File: src/design/csrac_pkg.sv
// constants for the control/status register access block
// Summary of operation
// RL1: each field is read/write, read-only or write-only
// RL2: masked set/reset write loads control bit
// RL3: mask and control positions read back zero
// RL4: self-clearing bit stays set until activity ends
// RL5: clear-on-read counter returns value then restarts
// RL6: registers 32 or 64 bits, I/O or memory
// RL7: host writes upper dword before lower dword
// RL8: lower dword write of list address starts operation
// RL9: busiest bits sit in low 16 bits
// RL10: PCI, EEPROM loader and internal blocks all access
// RL11: every register on a dword-aligned address
// RL12: 8/16/32/64-bit accesses; 64-bit memory cycles only
// RL13: operational settings held in control/status registers
// RL14: partial writes touch only enabled bytes; the command register zeroes its disabled bytes
package csrac_pkg;
  // ***************************************************
  // register map (dword index, byte address = index * 4)
  // ***************************************************
  localparam int unsigned IDX_W      = 4;
  localparam logic [3:0]  IDX_MODE   = 4'h0;  // set/reset mode register
  localparam logic [3:0]  IDX_EVCNT  = 4'h1;  // clear-on-read event counter
  localparam logic [3:0]  IDX_CFG    = 4'h2;  // low half r/w, high half status
  localparam logic [3:0]  IDX_CMD    = 4'h3;  // write-only command
  localparam logic [3:0]  IDX_DL_LSD = 4'h4;  // descriptor_list address, low
  localparam logic [3:0]  IDX_DL_MSD = 4'h5;  // descriptor_list address, high
  localparam logic [3:0]  IDX_LAST   = 4'h5;  // highest mapped index
  // ***************************************************
  // field layout of the mode register
  // ***************************************************
  localparam int unsigned MODE_W        = 8;   // stored field width
  localparam int unsigned MODE_MASK_LSB = 8;   // mask bits [15:8]
  localparam int unsigned MODE_CTRL_BIT = 16;  // control bit
  localparam int unsigned SRST_BIT      = 0;   // soft_reset_self_clear_bit
  // ***************************************************
  // reset values and counts
  // ***************************************************
  localparam logic [7:0]  MODE_RST      = 8'h00;
  localparam logic [15:0] CFG_RST       = 16'h0000;
  localparam logic [31:0] EVCNT_RESTART = 32'h0000_0000;
  localparam logic [31:0] DL_RST        = 32'h0000_0000;
  localparam logic [7:0]  SRST_CYCLES   = 8'h10;  // soft reset activity length
  // ***************************************************
  // access sources, index 0 wins arbitration
  // ***************************************************
  localparam int unsigned SRC_N      = 3;
  localparam int unsigned SRC_INT    = 0;
  localparam int unsigned SRC_EEPROM = 1;
  localparam int unsigned SRC_PCI    = 2;
  // self-clear activity states
  typedef enum logic [1:0] {
    SRST_IDLE = 2'b01,
    SRST_BUSY = 2'b10
  } csrac_srst_e;
endpackage

File: src/design/csrac_top.sv
// control/status register bank with typed field access semantics
`timescale 1ns/100ps
`default_nettype none
module csrac_top #(
  parameter logic [7:0] SRST_LEN = csrac_pkg::SRST_CYCLES
) (
  input  wire logic         REF_CLK,
  input  wire logic         RST_N,
  input  wire logic [2:0]   SRC_REQ,
  input  wire logic [2:0]   SRC_WE,
  input  wire logic [2:0]   SRC_IO,
  input  wire logic [2:0]   SRC_WIDE,
  input  wire logic [11:0]  SRC_ADDR,
  input  wire logic [23:0]  SRC_BE,
  input  wire logic [191:0] SRC_WDATA,
  input  wire logic         EVENT_IN,
  input  wire logic [15:0]  CHIP_STATUS,
  output logic      [2:0]   SRC_GNT,
  output logic      [2:0]   ACK,
  output logic              ERR,
  output logic      [63:0]  RDATA,
  output logic      [7:0]   MODE_OUT,
  output logic              SOFT_RESET,
  output logic      [15:0]  CFG_OUT,
  output logic              CMD_STB,
  output logic      [31:0]  CMD_DATA,
  output logic              DL_START,
  output logic      [63:0]  DL_ADDR
);
  // ***************************************************
  // source selection
  // ***************************************************
  logic        acc_v;     // some source is granted
  logic        acc_we;    // write access
  logic        acc_io;    // i/o cycle
  logic        acc_wide;  // 64-bit access
  logic [3:0]  acc_idx;   // dword index
  logic [7:0]  acc_be;    // byte enables
  logic [63:0] acc_wd;    // write data
  logic        acc_ok;    // access is legal and mapped

  // three sources reach the same bank RL10
  csrac_arb #(.N(csrac_pkg::SRC_N), .AW(csrac_pkg::IDX_W), .DW(64)) u_arb (
    .req      (SRC_REQ),
    .we       (SRC_WE),
    .io       (SRC_IO),
    .wide     (SRC_WIDE),
    .addr     (SRC_ADDR),
    .be       (SRC_BE),
    .wdata    (SRC_WDATA),
    .gnt      (SRC_GNT),
    .sel_v    (acc_v),
    .sel_we   (acc_we),
    .sel_io   (acc_io),
    .sel_wide (acc_wide),
    .sel_addr (acc_idx),
    .sel_be   (acc_be),
    .sel_wdata(acc_wd)
  );

  // wide only on memory cycles at an even index RL12
  assign acc_ok = acc_v && (acc_idx <= csrac_pkg::IDX_LAST) &&
                  !(acc_wide && (acc_io || acc_idx[0]));  // RL11

  // ***************************************************
  // decode helpers
  // ***************************************************
  // byte lanes of the access that land in register r
  function automatic logic [3:0] lanes(input logic [3:0] r);
    if (!acc_ok || !acc_we) lanes = 4'h0;
    else if (acc_idx == r) lanes = acc_be[3:0];
    else if (acc_wide && (acc_idx + 4'h1) == r) lanes = acc_be[7:4];
    else lanes = 4'h0;
  endfunction

  // write data that lands in register r
  function automatic logic [31:0] wd_for(input logic [3:0] r);
    wd_for = (acc_wide && acc_idx != r) ? acc_wd[63:32] : acc_wd[31:0];
  endfunction

  // byte merge; disabled bytes keep their old value
  function automatic logic [31:0] merge(input logic [31:0] old_v,
                                        input logic [31:0] new_v,
                                        input logic [3:0]  be);
    for (int b = 0; b < 4; b++) begin
      merge[b*8 +: 8] = be[b] ? new_v[b*8 +: 8] : old_v[b*8 +: 8];  // RL14
    end
  endfunction

  // ***************************************************
  // register state
  // ***************************************************
  logic [7:0]   mode_q, mode_d;        // stored mode field
  logic [31:0]  evcnt_q, evcnt_d;      // event counter
  logic [15:0]  cfg_q, cfg_d;          // r/w half of config
  logic [31:0]  dl_lsd_q, dl_lsd_d;    // list address low
  logic [31:0]  dl_msd_q, dl_msd_d;    // list address high
  logic [31:0]  cmd_q, cmd_d;          // last command word
  logic         cmd_stb_q, cmd_stb_d;  // command strobe
  logic         dl_go_q, dl_go_d;      // list start strobe
  csrac_pkg::csrac_srst_e srst_st_q, srst_st_d;  // self-clear state
  logic [7:0]   srst_cnt_q, srst_cnt_d;  // activity countdown
  logic [2:0]   ack_q, ack_d;          // per-source answer
  logic         err_q, err_d;          // refused access
  logic [63:0]  rdata_q, rdata_d;      // read data

  // read view of register r; write-only and unmapped read zero
  function automatic logic [31:0] rd_word(input logic [3:0] r);
    case (r)
      csrac_pkg::IDX_MODE:   rd_word = {24'h00_0000, mode_q};  // RL3
      csrac_pkg::IDX_EVCNT:  rd_word = evcnt_q;
      csrac_pkg::IDX_CFG:    rd_word = {CHIP_STATUS, cfg_q};   // RL1
      csrac_pkg::IDX_DL_LSD: rd_word = dl_lsd_q;
      csrac_pkg::IDX_DL_MSD: rd_word = dl_msd_q;
      default:               rd_word = 32'h0000_0000;          // RL1
    endcase
  endfunction

  // ***************************************************
  // next-state logic
  // ***************************************************
  logic [3:0]  ln_mode;   // lanes hitting mode
  logic [7:0]  sr_mask;   // set/reset mask
  logic        sr_ctrl;   // set/reset control bit
  logic        rd_evcnt;  // counter read this cycle
  logic        srst_set;  // host sets the self-clear bit
  logic [3:0]  ln_cfg;    // lanes hitting config
  logic [31:0] cfg_m;     // merged config word, high half dropped

  always_comb begin
    ln_mode  = lanes(csrac_pkg::IDX_MODE);
    sr_mask  = ln_mode[1] ? acc_wd[csrac_pkg::MODE_MASK_LSB +: csrac_pkg::MODE_W] : 8'h00;
    sr_ctrl  = ln_mode[2] & acc_wd[csrac_pkg::MODE_CTRL_BIT];
    srst_set = sr_mask[csrac_pkg::SRST_BIT] & sr_ctrl;
    rd_evcnt = acc_ok && !acc_we && (acc_idx == csrac_pkg::IDX_EVCNT ||
               (acc_wide && acc_idx + 4'h1 == csrac_pkg::IDX_EVCNT));
    // masked bits take the control value, others hold RL2
    mode_d = (mode_q & ~sr_mask) | (sr_mask & {8{sr_ctrl}});
    // self-clearing soft reset; a new host set restarts it RL4
    srst_st_d  = srst_st_q;
    srst_cnt_d = srst_cnt_q;
    case (srst_st_q)
      csrac_pkg::SRST_IDLE: begin
        if (srst_set) begin
          srst_st_d  = csrac_pkg::SRST_BUSY;
          srst_cnt_d = SRST_LEN;
        end
      end
      csrac_pkg::SRST_BUSY: begin
        if (srst_set) begin
          srst_cnt_d = SRST_LEN;
        end else if (srst_cnt_q <= 8'h01) begin
          srst_st_d = csrac_pkg::SRST_IDLE;
          mode_d[csrac_pkg::SRST_BIT] = 1'b0;  // RL4
        end else begin
          srst_cnt_d = srst_cnt_q - 8'h01;
        end
      end
      default: begin
        srst_st_d  = csrac_pkg::SRST_IDLE;
        srst_cnt_d = 8'h00;
      end
    endcase
    // clear on read; an event in the read cycle is kept RL5
    if (rd_evcnt) evcnt_d = csrac_pkg::EVCNT_RESTART + {31'h0000_0000, EVENT_IN};
    else evcnt_d = evcnt_q + {31'h0000_0000, EVENT_IN};
    // byte-enabled r/w fields; settings live here RL13
    ln_cfg   = lanes(csrac_pkg::IDX_CFG);
    // status half is read-only, so its lanes never merge RL1
    cfg_m    = merge({16'h0000, cfg_q}, wd_for(csrac_pkg::IDX_CFG), ln_cfg & 4'h3);
    cfg_d    = cfg_m[15:0];
    dl_lsd_d = merge(dl_lsd_q, wd_for(csrac_pkg::IDX_DL_LSD), lanes(csrac_pkg::IDX_DL_LSD));
    dl_msd_d = merge(dl_msd_q, wd_for(csrac_pkg::IDX_DL_MSD), lanes(csrac_pkg::IDX_DL_MSD));
    // lower dword write completes the 64-bit address RL8
    dl_go_d  = |lanes(csrac_pkg::IDX_DL_LSD);
    // write-only command register
    cmd_stb_d = |lanes(csrac_pkg::IDX_CMD);
    cmd_d     = cmd_stb_d ? merge(32'h0000_0000, wd_for(csrac_pkg::IDX_CMD),
                                  lanes(csrac_pkg::IDX_CMD)) : cmd_q;
    // answer: one cycle after the grant, to the granted source
    ack_d   = SRC_GNT;
    err_d   = acc_v && !acc_ok;  // RL12
    rdata_d = 64'h0000_0000_0000_0000;
    if (acc_ok && !acc_we) begin
      rdata_d[31:0]  = rd_word(acc_idx);                    // RL6
      rdata_d[63:32] = acc_wide ? rd_word(acc_idx + 4'h1) : 32'h0000_0000;
    end
  end

  // ***************************************************
  // state registers
  // ***************************************************
  always_ff @(posedge REF_CLK or negedge RST_N) begin
    if (!RST_N) begin
      mode_q     <= csrac_pkg::MODE_RST;
      evcnt_q    <= csrac_pkg::EVCNT_RESTART;
      cfg_q      <= csrac_pkg::CFG_RST;
      dl_lsd_q   <= csrac_pkg::DL_RST;
      dl_msd_q   <= csrac_pkg::DL_RST;
      cmd_q      <= 32'h0000_0000;
      cmd_stb_q  <= 1'b0;
      dl_go_q    <= 1'b0;
      srst_st_q  <= csrac_pkg::SRST_IDLE;
      srst_cnt_q <= 8'h00;
      ack_q      <= 3'h0;
      err_q      <= 1'b0;
      rdata_q    <= 64'h0000_0000_0000_0000;
    end else begin
      mode_q     <= mode_d;
      evcnt_q    <= evcnt_d;
      cfg_q      <= cfg_d;
      dl_lsd_q   <= dl_lsd_d;
      dl_msd_q   <= dl_msd_d;
      cmd_q      <= cmd_d;
      cmd_stb_q  <= cmd_stb_d;
      dl_go_q    <= dl_go_d;
      srst_st_q  <= srst_st_d;
      srst_cnt_q <= srst_cnt_d;
      ack_q      <= ack_d;
      err_q      <= err_d;
      rdata_q    <= rdata_d;
    end
  end

  // outputs; the busy bits sit in the low half RL9
  assign ACK        = ack_q;
  assign ERR        = err_q;
  assign RDATA      = rdata_q;
  assign MODE_OUT   = mode_q;
  assign SOFT_RESET = mode_q[csrac_pkg::SRST_BIT];
  assign CFG_OUT    = cfg_q;
  assign CMD_STB    = cmd_stb_q;
  assign CMD_DATA   = cmd_q;
  assign DL_START   = dl_go_q;
  assign DL_ADDR    = {dl_msd_q, dl_lsd_q};

  localparam int SRST_MAX = 20;
endmodule
`default_nettype wire

File: src/design/csrac_arb.sv
// fixed-priority selector among the register access sources
`timescale 1ns/100ps
`default_nettype none
module csrac_arb #(
  parameter int unsigned N  = 3,
  parameter int unsigned AW = 4,
  parameter int unsigned DW = 64
) (
  input  wire logic [N-1:0]      req,
  input  wire logic [N-1:0]      we,
  input  wire logic [N-1:0]      io,
  input  wire logic [N-1:0]      wide,
  input  wire logic [N*AW-1:0]   addr,
  input  wire logic [N*DW/8-1:0] be,
  input  wire logic [N*DW-1:0]   wdata,
  output logic      [N-1:0]      gnt,
  output logic                   sel_v,
  output logic                   sel_we,
  output logic                   sel_io,
  output logic                   sel_wide,
  output logic      [AW-1:0]     sel_addr,
  output logic      [DW/8-1:0]   sel_be,
  output logic      [DW-1:0]     sel_wdata
);
  // lowest index wins; a loser simply keeps its request up
  always_comb begin
    gnt       = '0;
    sel_v     = 1'b0;
    sel_we    = 1'b0;
    sel_io    = 1'b0;
    sel_wide  = 1'b0;
    sel_addr  = '0;
    sel_be    = '0;
    sel_wdata = '0;
    for (int i = N - 1; i >= 0; i--) begin
      if (req[i]) begin  // later (lower) index overrides
        gnt       = '0;
        gnt[i]    = 1'b1;
        sel_v     = 1'b1;
        sel_we    = we[i];
        sel_io    = io[i];
        sel_wide  = wide[i];
        sel_addr  = addr[i*AW +: AW];
        sel_be    = be[i*DW/8 +: DW/8];
        sel_wdata = wdata[i*DW +: DW];
      end
    end
  end
endmodule
`default_nettype wire

File: config.mk
export PLATFORM = sky130hd
export DESIGN_NAME = csrac_top
export DESIGN_NICKNAME = d
export VERILOG_FILES = /design/src/design/csrac_pkg.sv /design/src/design/csrac_top.sv /design/src/design/csrac_arb.sv
export SDC_FILE = /design/constraint.sdc
export NUM_CORES = 1
export LEC_CHECK = 0
export ABC_CLOCK_PERIOD_IN_PS = 2100
export BUFFER_PORTS_ARGS = -buffer_cell sky130_fd_sc_hd__buf_2
export CAP_MARGIN = 25
export CORE_MARGIN = 2
export CORE_UTILIZATION = 45
export DETAILED_ROUTE_END_ITERATION = 10
export GPL_TIMING_DRIVEN = 1
export PLACE_DENSITY = 0.73
export REMOVE_ABC_BUFFERS = 1
export SLEW_MARGIN = 20
export SYNTH_ARGS = -nofsm -noshare
export SYNTH_HDL_FRONTEND = slang
export SYNTH_HIERARCHICAL = 1
export SYNTH_SLANG_ARGS = --single-unit
File: constraint.sdc
create_clock -name REF_CLK -period 2.1 [get_ports REF_CLK]
set_clock_uncertainty 0.2 [all_clocks]
set_input_delay 0.105 -clock REF_CLK [delete_from_list [all_inputs] [get_ports REF_CLK]]
set_output_delay 0.105 -clock REF_CLK [all_outputs]
set_load 0.05 [all_outputs]
* After elaboration in Yosys (flattened, before gate mapping) *
Index checks and enable logic that the tools add are counted.

storage, ports and cells
  bits in read-only memories = 0
  memories kept = 0
  input bits = 259
  output and inout bits = 194
  word-level logic and storage cells = 143
  bits in latches = 0
  bits in writable memories = 0
  register bits = 232

operators by class
  divide/modulo/power cells = 0
  add/sub/neg operators = 3
  multiply operators = 0
  mux-type cells = 64
  bitwise logic cells = 6
  magnitude comparators = 2
  reductions and logical operators = 28
  eq/ne operators = 20
  shift operators = 0

operators by type and width
  kind                                                            count
  one-hot mux 32 bit (5 select lines)                             2
  2-to-1 mux 64 bit                                               4
  2-to-1 mux 32 bit                                               5
  2-to-1 mux 8 bit                                                11
  2-to-1 mux 4 bit                                                12
  adder 32 x 1 -> 32 bit                                          1
  2-to-1 mux 3 bit                                                6
  bitwise AND 8 bit                                               2
  equality test 4 x 2 -> 1 bit, second input constant             4
  equality test 4 x 3 -> 1 bit, second input constant             4
  logical AND 1 bit                                               16
  2-to-1 mux 16 bit                                               1
  one-hot mux 8 bit (2 select lines)                              1
  2-to-1 mux 1 bit                                                15
  2-to-1 mux 2 bit                                                6
  equality test 4 x 1 -> 1 bit, second input constant             2
  less-or-equal comparator 8 x 1 -> 1 bit, second input constant  1
  logical NOT 4 bit                                               2
  inequality test 4 x 2 -> 1 bit, second input constant           2
  inequality test 4 x 3 -> 1 bit, second input constant           2
  inverter 8 bit                                                  1
  OR 8 bit                                                        1
  OR reduction 4 bit                                              2
  subtractor 8 x 1 -> 8 bit, second input constant                1
  other kinds (12)                                                19

* Depth between registers and ports, before layout *
Gate-level depths: netlist of run 1.

  depth in word-level cells = 17
  gate-level depth with buffers = 14
  gate-level depth less buffers = 7

* Cells and area by module *
Netlist of run 1, hierarchy kept.

modules (own cells, without submodules)
  module     area an instance (um^2)  cells each  instances
  csrac_top  11743.8                  1133        1
  csrac_arb  2215.9                   364         1

* Worst setup path after synthesis of run 1 *
Ideal clock, no wire load.

  path type = input-to-reg
  from = input SRC_REQ[0]
  to = register cfg_q[5] (netlist: CFG_OUT[5])
  data arrival time = 2.452 ns
  stages = 12
  path slack = -0.677 ns
  library setup time = 0.125 ns
  data required time = 1.775 ns
  cells stage by stage = buf_4 > buf_6 > buf_2 > nor2b_1 > a21oi_1 > nand2b_1 > nor3_2 > nand2b_1 > buf_2 > buf_4 > mux2_2 > mux2_2

between the ends
  elaborated cells between the ends (all ways) = 26
  those cells by class = add/sub: 1; order compare: 1; eq/ne: 3; mux: 11; reduce/logical: 10

RTL lines
  element                                                                                 RTL line                          RTL
  start, declared                                                                         csrac_top.sv:9                    input wire logic [2:0] SRC_REQ,
  2-to-1 mux 4 bit (*)                                                                    csrac_arb.sv:36                   if (req[i]) begin
  via acc_idx[1]                                                                          csrac_top.sv:37                   logic [3:0] acc_idx;
  adder 4 x 1 -> 4 bit / less-or-equal comparator 4 x 3 -> 1 bit (equally long branches)  csrac_top.sv:72, csrac_top.sv:62
  equality test 4 x 2 -> 1 bit / logical AND 1 bit (equally long branches)                csrac_top.sv:72, csrac_top.sv:62
  logical AND 1 bit (on tied branches)                                                    csrac_top.sv:72, csrac_top.sv:62
  2-to-1 mux 2 bit / logical NOT 1 bit (equally long branches)                            csrac_top.sv:72, csrac_top.sv:70
  2-to-1 mux 2 bit / logical OR 1 bit (equally long branches)                             csrac_top.sv:71, csrac_top.sv:70
  2-to-1 mux 2 bit                                                                        csrac_top.sv:70                   if (!acc_ok || !acc_we) lanes = 4'h0;
  end signal, assigned                                                                    csrac_top.sv:197                  cfg_q <= csrac_pkg::CFG_RST;
  end signal, assigned                                                                    csrac_top.sv:211                  cfg_q <= cfg_d;
  end, declared                                                                           csrac_top.sv:95                   logic [15:0] cfg_q, cfg_d;

The timed path passes the listed nets; every way through them passes the cells marked *.
A chain may end at the register's enable or synchronous reset.

* Worst setup path in the final report of run 1 *
  from = register evcnt_q[0]
  to = register evcnt_q[28]

between the ends
  longest elaborated chain between the ends = 2

RTL lines
  element                 RTL line          RTL
  start, declared         csrac_top.sv:94   logic [31:0] evcnt_q, evcnt_d;
  start signal, assigned  csrac_top.sv:196  evcnt_q <= csrac_pkg::EVCNT_RESTART;
  start signal, assigned  csrac_top.sv:210  evcnt_q <= evcnt_d;
  adder 32 x 1 -> 32 bit  csrac_top.sv:166  else evcnt_d = evcnt_q + {31'h0000_0000, EVENT_IN};
  2-to-1 mux 32 bit       csrac_top.sv:165  if (rd_evcnt) evcnt_d = csrac_pkg::EVCNT_RESTART + {31'h0000_0000, EVENT_IN};
  via evcnt_d[28]         csrac_top.sv:94

The timed path passes the listed nets, and every way through them passes these cells.

==> impl_metrics.ini, run 1 <==
[status]
status = finished with violations
violations = negative setup slack

[final_layout]
drive_gt1_frac = 0.353
finalNetCount = 2457
syn_to_final_growth_pct = 47.2
num-fill-cells = 2410
final_cell_mix = buf_2, a21oi_1, dfrtp_1, dlygate4sd3_1, buf_4
fin_area_um2 = 20600
fin_cells = 2611
final_common_cell = buf_2

[synth]
async_flop_share = 1.00
synth_top_area_cell = dfrtp_1
synth-seq-cells = 232
synth_area_um2 = 14000
synth_edf_count = 0
synth_cells = 1497
yosysSeqAreaShare = 0.416
synth_top_area_share = 0.414
synthFlopType = dfrtp_1
avgSynthCellArea_um2 = 9.33
ys_warn_count = 6
synth_cell_type_count = 68
synth_area_leaders = dfrtp_1, a21oi_1, mux2i_1

[drt]
drt_wl_total_um = 55100
drt-initial-drc-count = 1443
drt-wirelength-per-cell_um = 21.1
viasPerCell = 5.85
route.antenna.remaining_nets = 0
drc_errors = 0
first_pass_iters = 7
vias = 15300

[global_route]
grt_pass1_wl_um = 84800
track_usage = 0.327
grt_max_degree = 59
grt_pass1_vias = 15300
antenna_found_initial = 4
grt_overflow = 0

[sta]
slew_headroom = 0.570
rsz0062_at_grt = yes
timing.fmax_mhz = 462
min_period_over_period = 1.03
setup_ws_ns = -0.0626
hold_viol = 0
setup_viol = 14
hold_ws_ns = 0.00942
finalCriticalPeriod_ns = 2.16
final_max_slew_viol_count = 0
tightest_slew_ns = 0.645

[pwr]
clockPowerShare = 0.279
seqPwrFrac = 0.350
leakage_nw = 9.80
power.density_nw_per_um2 = 816
internal-power_w = 0.0100
switching_share = 0.404
p_switching_w = 0.00677
power_w = 0.0168
pwr-share-comb = 0.371
vdd_drop_max_v = 0.000579

[clock_network]
cts_tree = yes
h-tree-depth = 1
worstSkewPairLatency_ns = 0.54
ctsRootBufferMaster = clkbuf_16
clockBufferDepth = 3
cts_buffers = 25
clock-sinks = 232
path_clk_slew_ns = 0.07

[placed_design]
post_dp_cell_area_um2 = 17800
numPlacedInstances = 2392
io_buffers = 452
dp_hpwl_um = 37700
gp_congestion = 0.924
place_ws_ns = -0.451

[floorplanning]
pin_count = 453
initial_utilization = 0.456
fp.coreArea_um2 = 30600
die_y_um = 180
die-area_um2 = 32400
core.rowCount = 64
die_w_um = 180

[setup_path]
critPathArrivalTime_ns = 2.38
end_kind = register
cp.required_ns = 2.32
path_max_fanout = 3
timing.setup.critical_path_class = reg -> reg
start_kind = register

[flow_run]
maxCapViolCount = 0

[hold_path]
hp-class = in -> reg
synthesized netlist by cell type (6+ instances only):
cell type,instances
xnor2_1,21
buf_2,44
a22oi_1,132
buf_4,31
a31oi_1,12
nor2b_1,84
nand4_1,9
mux2i_1,104
dfrtp_1,231
nor3_1,8
nand2b_1,6
and2_1,7
o21ai_1,9
xor2_1,7
o21ai_0,19
o22ai_1,32
mux2_2,24
nand3b_1,82
inv_1,10
ha_1,6
buf_6,12
a21oi_1,274
or3_1,6
clkbuf_1,36
nand2_1,82
nor3_2,8
nand3_1,14
nor2_1,104
nor2_2,7
cell type report:
type | instances | area [um^2] | area share
sequential | 232 | 5810 | 0.283
clock buffer | 32 | 702 | 0.0342
inverter | 10 | 37.5 | 0.00183
multi-input combinational | 1121 | 7540 | 0.367
timing repair buffer | 802 | 5800 | 0.282
antenna | 4 | 10.0 | 0.000487
clock inverter | 14 | 163 | 0.00791
tap | 396 | 495 | 0.0241
logic make-up after synthesis:
logic type	after synthesis	synth area share
buf+inv	145	0.0613
fa+ha+maj	6	0.00538
compound gates	503	0.215
flops	232	0.416
xor+xnor	28	0.0176
mux	128	0.0939
simple gates	455	0.191
power groups by stage:
stage                     sequential (W)  clock [W]  combinational [W]
after floorplan                  0.00782          0            0.00157
after global placement           0.00587          0            0.00563
after detailed placement         0.00590          0            0.00574
after CTS                        0.00583    0.00471            0.00608
after global routing             0.00596    0.00490            0.00657
final                            0.00587    0.00468            0.00621
per-stage QoR:
step	setup TNS, ns	util
6_report	-0.435	0.672
5_1_grt	-1.85	0.672
4_1_cts	-0.208	0.666
3_5_place_dp	-71.95	0.582
3_3_place_gp	-60.10	0.582
2_1_floorplan	-634.19	-
per-layer routing:
metal / track usage / part of all wire
met4: 0.157 / 0.050
met2: 0.555 / 0.48
met1: 0.408 / 0.39
met3: 0.0515 / 0.075
met5: 0 / 0
sequential cells by signal, indices dropped and copies added (netlist names), named ones only:
signal      flops
RDATA          64
CMD_DATA       32
dl_lsd_q       32
dl_msd_q       32
evcnt_q        32
CFG_OUT        16
srst_cnt_q      8
ACK             3
srst_st_q       2
CMD_STB         1
DL_START        1
ERR             1
MODE_OUT        1
worst max-delay path, cell delays in order (launching register included):
cell	delay, ns
dfrtp_1	0.39
ha_4	0.17
ha_4	0.13
nand4_1	0.15
or4_4	0.64
nor3_4	0.19
xnor2_1	0.13
nor2_1	0.05
worst paths after layout:
check | start | end | slack, ns | depth (start not counted)
worst min register to register | CMD_DATA[29]$_DFFE_PN0P_ | CMD_DATA[29]$_DFFE_PN0P_ | 0.33 | 2
min in group asynchronous | RST_N | CMD_DATA[6]$_DFFE_PN0P_ | 0.41 | 3
max in group asynchronous | RST_N | srst_st_q[0]$_DFFE_PN1P_ | 0.52 | 4
worst max register to register | evcnt_q[0]$_DFF_PN0_ | evcnt_q[28]$_DFF_PN0_ | -0.06 | 7
worst min-delay path | SRC_WDATA[164] | CFG_OUT[4]$_DFFE_PN0P_ | 0.009 | 5
worst max-delay path | evcnt_q[0]$_DFF_PN0_ | evcnt_q[28]$_DFF_PN0_ | -0.06 | 7
repair_timing:
item,CTS,global route
endpoints found under the setup margin,15,72
buffers inserted,4,5
endpoints found under the hold margin,379,0
hold buffers,159,0
resized for setup,13,35
gates cloned,1,0
pin swaps,7,19
Note: power is estimated with default switching activity, not from simulation.
==> run 2: changes to the inputs <==
--- a/config.mk
+++ b/config.mk
@@ -5,7 +5,7 @@
 export SDC_FILE = /design/constraint.sdc
 export NUM_CORES = 1
 export LEC_CHECK = 0
-export ABC_CLOCK_PERIOD_IN_PS = 2100
+export ABC_CLOCK_PERIOD_IN_PS = 1800
 export BUFFER_PORTS_ARGS = -buffer_cell sky130_fd_sc_hd__buf_2
 export CAP_MARGIN = 25
 export CORE_MARGIN = 2
==> constraint.sdc (replaced) <==
create_clock -name REF_CLK -period 1.8 [get_ports REF_CLK]
set_clock_uncertainty 0.2 [all_clocks]
set_input_delay 0.09 -clock REF_CLK [delete_from_list [all_inputs] [get_ports REF_CLK]]
set_output_delay 0.09 -clock REF_CLK [all_outputs]
set_load 0.05 [all_outputs]
==> run 2 against run 1 <==
Routed wire length rose by 29%. Flip-flop and latch count did not move. Register-to-register slack got worse by 0.31 ns. Clock-buffer cell count rose by 7. Clock power rose by 12%. Cell count rose by 4.4%. Critical path type is now in -> reg. Critical path depth rose by 4. The run ends with negative hold slack, negative setup slack left. Worst hold slack got worse by 0.017 ns. Combinational power rose by 36%. Power rose by 23%. Core utilization rose by 8.6 points. Non-clock buffer count rose by 118.
==> impl_metrics.ini, run 2 (synthesis results as in run 1) <==
[pwr]
vdd_drop_max_v = 0.000692
power.density_nw_per_um2 = 888
power_w = 0.0206
leakage_nw = 10.8

[status]
status = finished with violations
violations = negative hold slack, negative setup slack

[floorplanning]
die_w_um = 180
fp.coreArea_um2 = 30600
pin_count = 453
core.rowCount = 64
initial_utilization = 0.456
die-area_um2 = 32400
die_y_um = 180

[sta]
slew_headroom = 0.472
rsz0062_at_grt = yes
tightest_slew_ns = 0.791
final_max_slew_viol_count = 0
min_period_over_period = 1.22
finalCriticalPeriod_ns = 2.20
final.setup.tns_ns = -25.32
hold_viol = 2
setup_ws_ns = -0.402
hold_ws_ns = -0.00804
setup_viol = 151
timing.fmax_mhz = 454

[setup_path]
cp.required_ns = 2.04
path_max_fanout = 11
start_kind = input port
critPathArrivalTime_ns = 2.44
reg2reg_slack_ns = -0.37
ff2ff_path_depth = 7
cpMaxStageDelayCell = a21oi_1
r2r-start = evcnt_q[0]$_DFF_PN0_
timing.setup.critical_path_class = in -> reg
crit_chain = buf_12 > buf_4 > nand3b_1 > a21oi_1 > and2_1 > a22oi_2 > nor2_2 > buf_4 > buf_12 > nor2_2 > a21oi_2
r2r-end = evcnt_q[17]$_DFF_PN0_
slowest_delay_ns = 0.63
end_kind = register

[global_route]
antenna_found_initial = 6
grt_pass1_vias = 16600
track_usage = 0.353
grt_overflow = 0
grt_max_degree = 71
grt_pass1_wl_um = 91200

[drt]
drt-initial-drc-count = 2371
drt-wirelength-per-cell_um = 26.1
drt_wl_total_um = 71300
viasPerCell = 6.42
vias = 17500
drc_errors = 0
route.antenna.remaining_nets = 0
first_pass_iters = 9

[placed_design]
dp_hpwl_um = 38700
numPlacedInstances = 2424
io_buffers = 452
gp_congestion = 0.916

[final_layout]
syn_to_final_growth_pct = 66.2
final_common_cell = buf_2
finalNetCount = 2576
drive_gt1_frac = 0.433
num-fill-cells = 1975
final_cell_mix = buf_2, a21oi_1, dfrtp_1, dlygate4sd3_1, buf_4
fin_cells = 2727
utilization = 0.758
largest_reg_flops = 64

[clock_network]
cts_buffers = 26
worstSkewPairLatency_ns = 0.55
cts_tree = yes
clock-sinks = 232
ctsRootBufferMaster = clkbuf_16
h-tree-depth = 1
path_clk_slew_ns = 0.07
clockBufferDepth = 3

[hold_path]
min_to = dl_lsd_q[14]$_DFFE_PN0P_
hp-start = SRC_WDATA[142]
min_path_cells = 6
hp-class = in -> reg

[flow_run]
maxCapViolCount = 0
-- run 2: worst max path at each step --
stage	cells past startpoint	slack (ns)	end	startpoint
final	11	-0.40	dl_msd_q[24]$_DFFE_PN0P_	SRC_REQ[2]
after global routing	7	-0.52	CMD_DATA[23]$_DFFE_PN0P_	SRC_WDATA[151]
after CTS	7	-0.32	evcnt_q[30]$_DFF_PN0_	evcnt_q[0]$_DFF_PN0_
after global placement	10	-0.74	DL_START$_DFF_PN0_	SRC_REQ[0]
after floorplan	6	-4.73	evcnt_q[0]$_DFF_PN0_	SRC_REQ[1]
after detailed placement	10	-0.78	register	SRC_REQ[1]
-- run 2: routing by layer --
| layer | part of all wire | track usage | up-vias |
|---|---|---|---|
| met3 | 0.11 | 0.0671 | 540 |
| met5 | 0 | 0 | - |
| li1 | - | - | 7108 |
| met4 | 0.083 | 0.212 | 0 |
| met2 | 0.46 | 0.589 | 1621 |
| met1 | 0.35 | 0.424 | 8245 |
-- run 2: through the flow --
| stage | instance area, um^2 | setup WS, ns |
|---|---|---|
| global placement | 18100 | -0.742 |
| global route | 23200 | -0.520 |
| detailed placement | 18100 | -0.778 |
| CTS | 21300 | -0.319 |
| finish | 23200 | -0.402 |
| floorplan | 13100 | -4.73 |
-- run 2: timing repair --
action	in CTS	in global routing
gates resized for setup	87	234
cloned	2	24
endpoints found under the hold margin	378	0
buffers inserted	10	31
pin swaps	34	92
endpoints found under the setup margin	194	211
hold buffers	190	0
-- run 2: worst max-delay path, delay by kind of cell --
| family | cells | cell delay [ns] |
|---|---|---|
| buffers and inverters | 4 | 0.67 |
| and+or+nand+nor | 4 | 0.70 |
| AOI/OAI and AO/OA | 3 | 0.98 |
-- run 2: final cells by class --
class / count / area [um^2] / share of cell area
multi-input cells: 1121 / 8580 / 0.370
repair buffers: 920 / 7460 / 0.322
clock inverters: 6 / 38.8 / 0.00167
inverters: 10 / 37.5 / 0.00162
flip-flops and latches: 232 / 5810 / 0.250
diodes: 3 / 7.51 / 0.000324
clock buffers: 39 / 771 / 0.0332
well taps: 396 / 495 / 0.0214
-- run 2: report_power, final --
group | internal (W) | switching, W | leakage [nW]
Combinational | 0.00300 | 0.00543 | 7.34
Sequential | 0.00602 | 0.000909 | 3.11
Clock | 0.00294 | 0.00228 | 0.394
Total | 0.0120 | 0.00863 | 10.8
==> run 3: changes to the inputs <==
--- a/config.mk
+++ b/config.mk
@@ -10,10 +10,12 @@
 export CAP_MARGIN = 25
 export CORE_MARGIN = 2
 export CORE_UTILIZATION = 45
+export CTS_BUF_LIST = sky130_fd_sc_hd__clkbuf_8
 export DETAILED_ROUTE_END_ITERATION = 10
 export GPL_TIMING_DRIVEN = 1
 export PLACE_DENSITY = 0.73
 export REMOVE_ABC_BUFFERS = 1
+export SKIP_CTS_REPAIR_TIMING = 1
 export SLEW_MARGIN = 20
 export SYNTH_ARGS = -nofsm -noshare
 export SYNTH_HDL_FRONTEND = slang
==> run 3 against run 2 <==
The flow still finishes with violations (negative hold slack, negative setup slack). Combinational power down 2%. Core utilization down 1.3 points. Non-clock buffer count down 31. Flip-flop and latch count unchanged. Critical path type is now reg -> reg. Register-to-register slack worse by 0.06 ns. Clock-buffer cell count up 9.
==> impl_metrics.ini, run 3 (synthesis results as in run 1) <==
[final_layout]
fin_cells = 2718
utilization = 0.745
finalNetCount = 2560
final_cell_mix = buf_2, dfrtp_1, a21oi_1, buf_4, dlygate4sd3_1
largest_reg_flops = 64
fin_area_um2 = 22800
drive_gt1_frac = 0.449
final_common_cell = buf_2
syn_to_final_growth_pct = 63.2

[clock_network]
ctsRootBufferMaster = clkbuf_8
cts_buffers = 41
clockBufferDepth = 3
clock-sinks = 232
cts_tree = yes
path_clk_slew_ns = 0.06
worstSkewPairLatency_ns = 0.56
h-tree-depth = 2

[setup_path]
start_kind = register
end_kind = register
cp.required_ns = 2.04
timing.setup.critical_path_class = reg -> reg
crit_chain = ha_4 > and3_4 > or4b_4 > buf_6 > nor3_4 > xnor2_1 > nor2_1
critPathLaunch = evcnt_q[0]$_DFF_PN0_
r2r-start = evcnt_q[0]$_DFF_PN0_
cpMaxStageDelayCell = or4b_4
path_max_fanout = 5
slowest_delay_ns = 0.56
critPathArrivalTime_ns = 2.47

[global_route]
grt_max_degree = 71
grt_pass1_vias = 14700
track_usage = 0.313
grt_overflow = 0
grt_pass1_wl_um = 80600
antenna_found_initial = 2

[drt]
drt_wl_total_um = 65700
viasPerCell = 6.17
first_pass_iters = 7
drt-wirelength-per-cell_um = 24.2
vias = 16800
drt-initial-drc-count = 2033
drc_errors = 0
route.antenna.remaining_nets = 0

[sta]
setup_ws_ns = -0.434
final_max_slew_viol_count = 0
setup_viol = 179
min_period_over_period = 1.24
hold_ws_ns = -0.0565
slew_headroom = 0.675
tightest_slew_ns = 0.488
hold_viol = 33
timing.fmax_mhz = 448
finalCriticalPeriod_ns = 2.23
rsz0062_at_grt = yes

[floorplanning]
die_y_um = 180
die_w_um = 180
core.rowCount = 64
pin_count = 453
fp.coreArea_um2 = 30600
initial_utilization = 0.456
die-area_um2 = 32400

[pwr]
power.density_nw_per_um2 = 882
power_w = 0.0201
vdd_drop_max_v = 0.000647
leakage_nw = 10.7

[placed_design]
gp_congestion = 0.916
dp_hpwl_um = 38700
numPlacedInstances = 2424
post_dp_cell_area_um2 = 18100
io_buffers = 452

[status]
status = finished with violations
violations = negative hold slack, negative setup slack

[hold_path]
hp-class = in -> reg
hp-start = SRC_WDATA[84]

[flow_run]
maxCapViolCount = 0
[run 3: cell types whose count changed in the layout (fill, tap and decap cells not counted), sizes merged]
cell | previous run | this run
diode | 3 | 1
clkbuf | 61 | 66
clkinv | 3 | 1
dlymetal6s4s | 1 | 0
inv | 11 | 27
bufbuf | 1 | 0
bufinv | 0 | 1
buf | 710 | 715
dlygate4sd3 | 186 | 156
[run 3: worst paths after layout]
path,endpoint,depth (start not counted),slack [ns]
min reg2reg,CMD_DATA[10]$_DFFE_PN0P_,2,0.33
min,dl_msd_q[20]$_DFFE_PN0P_,5,-0.06
max reg2reg,evcnt_q[17]$_DFF_PN0_,7,-0.43
max in group asynchronous,evcnt_q[13]$_DFF_PN0_,4,0.52
min in group asynchronous,dl_lsd_q[1]$_DFFE_PN0P_,4,0.45
max,evcnt_q[17]$_DFF_PN0_,7,-0.43
[run 3: cell type report]
type / count / area (um^2)
Inverter: 10 / 37.5
Tap cell: 396 / 495
Multi-Input combinational cell: 1121 / 8580
Clock buffer: 48 / 661
Timing Repair Buffer: 889 / 7080
Antenna cell: 1 / 2.50
Sequential cell: 232 / 5810
Fill cell: 2025 / 7810
Clock inverter: 21 / 114
[run 3: worst max-delay path: cells and delay by family (launching register included)]
kind                     cells  cell delay [ns]
AND/OR/NAND/NOR              4             1.01
XOR/XNOR                     1             0.15
buffers and inverters        1             0.18
flip-flops                   1             0.39
adder cells (fa/ha/maj)      1             0.16
[run 3: through the flow]
stage	setup slack, ns	TNS [ns]
floorplan	-4.73	-699.25
global placement	-0.742	-120.91
detailed placement	-0.778	-137.91
CTS	-0.435	-16.69
global route	-0.498	-25.84
finish	-0.434	-17.83
[run 3: power by group]
part           total [W]  internal (W)  leakage, nW  switching, W
logic            0.00826       0.00298         7.17       0.00527
clock network    0.00482       0.00255        0.454       0.00228
registers        0.00700       0.00602         3.11      0.000984
total             0.0201        0.0116         10.7       0.00853
[run 3: metal layers]
metal  up-vias  global-route usage  share of wire
li1       7068                   -              -
met1      8060               0.389           0.36
met2      1278               0.523           0.48
met3       360              0.0576          0.095
met4         2               0.155          0.063
met5         -                   0        0.00020
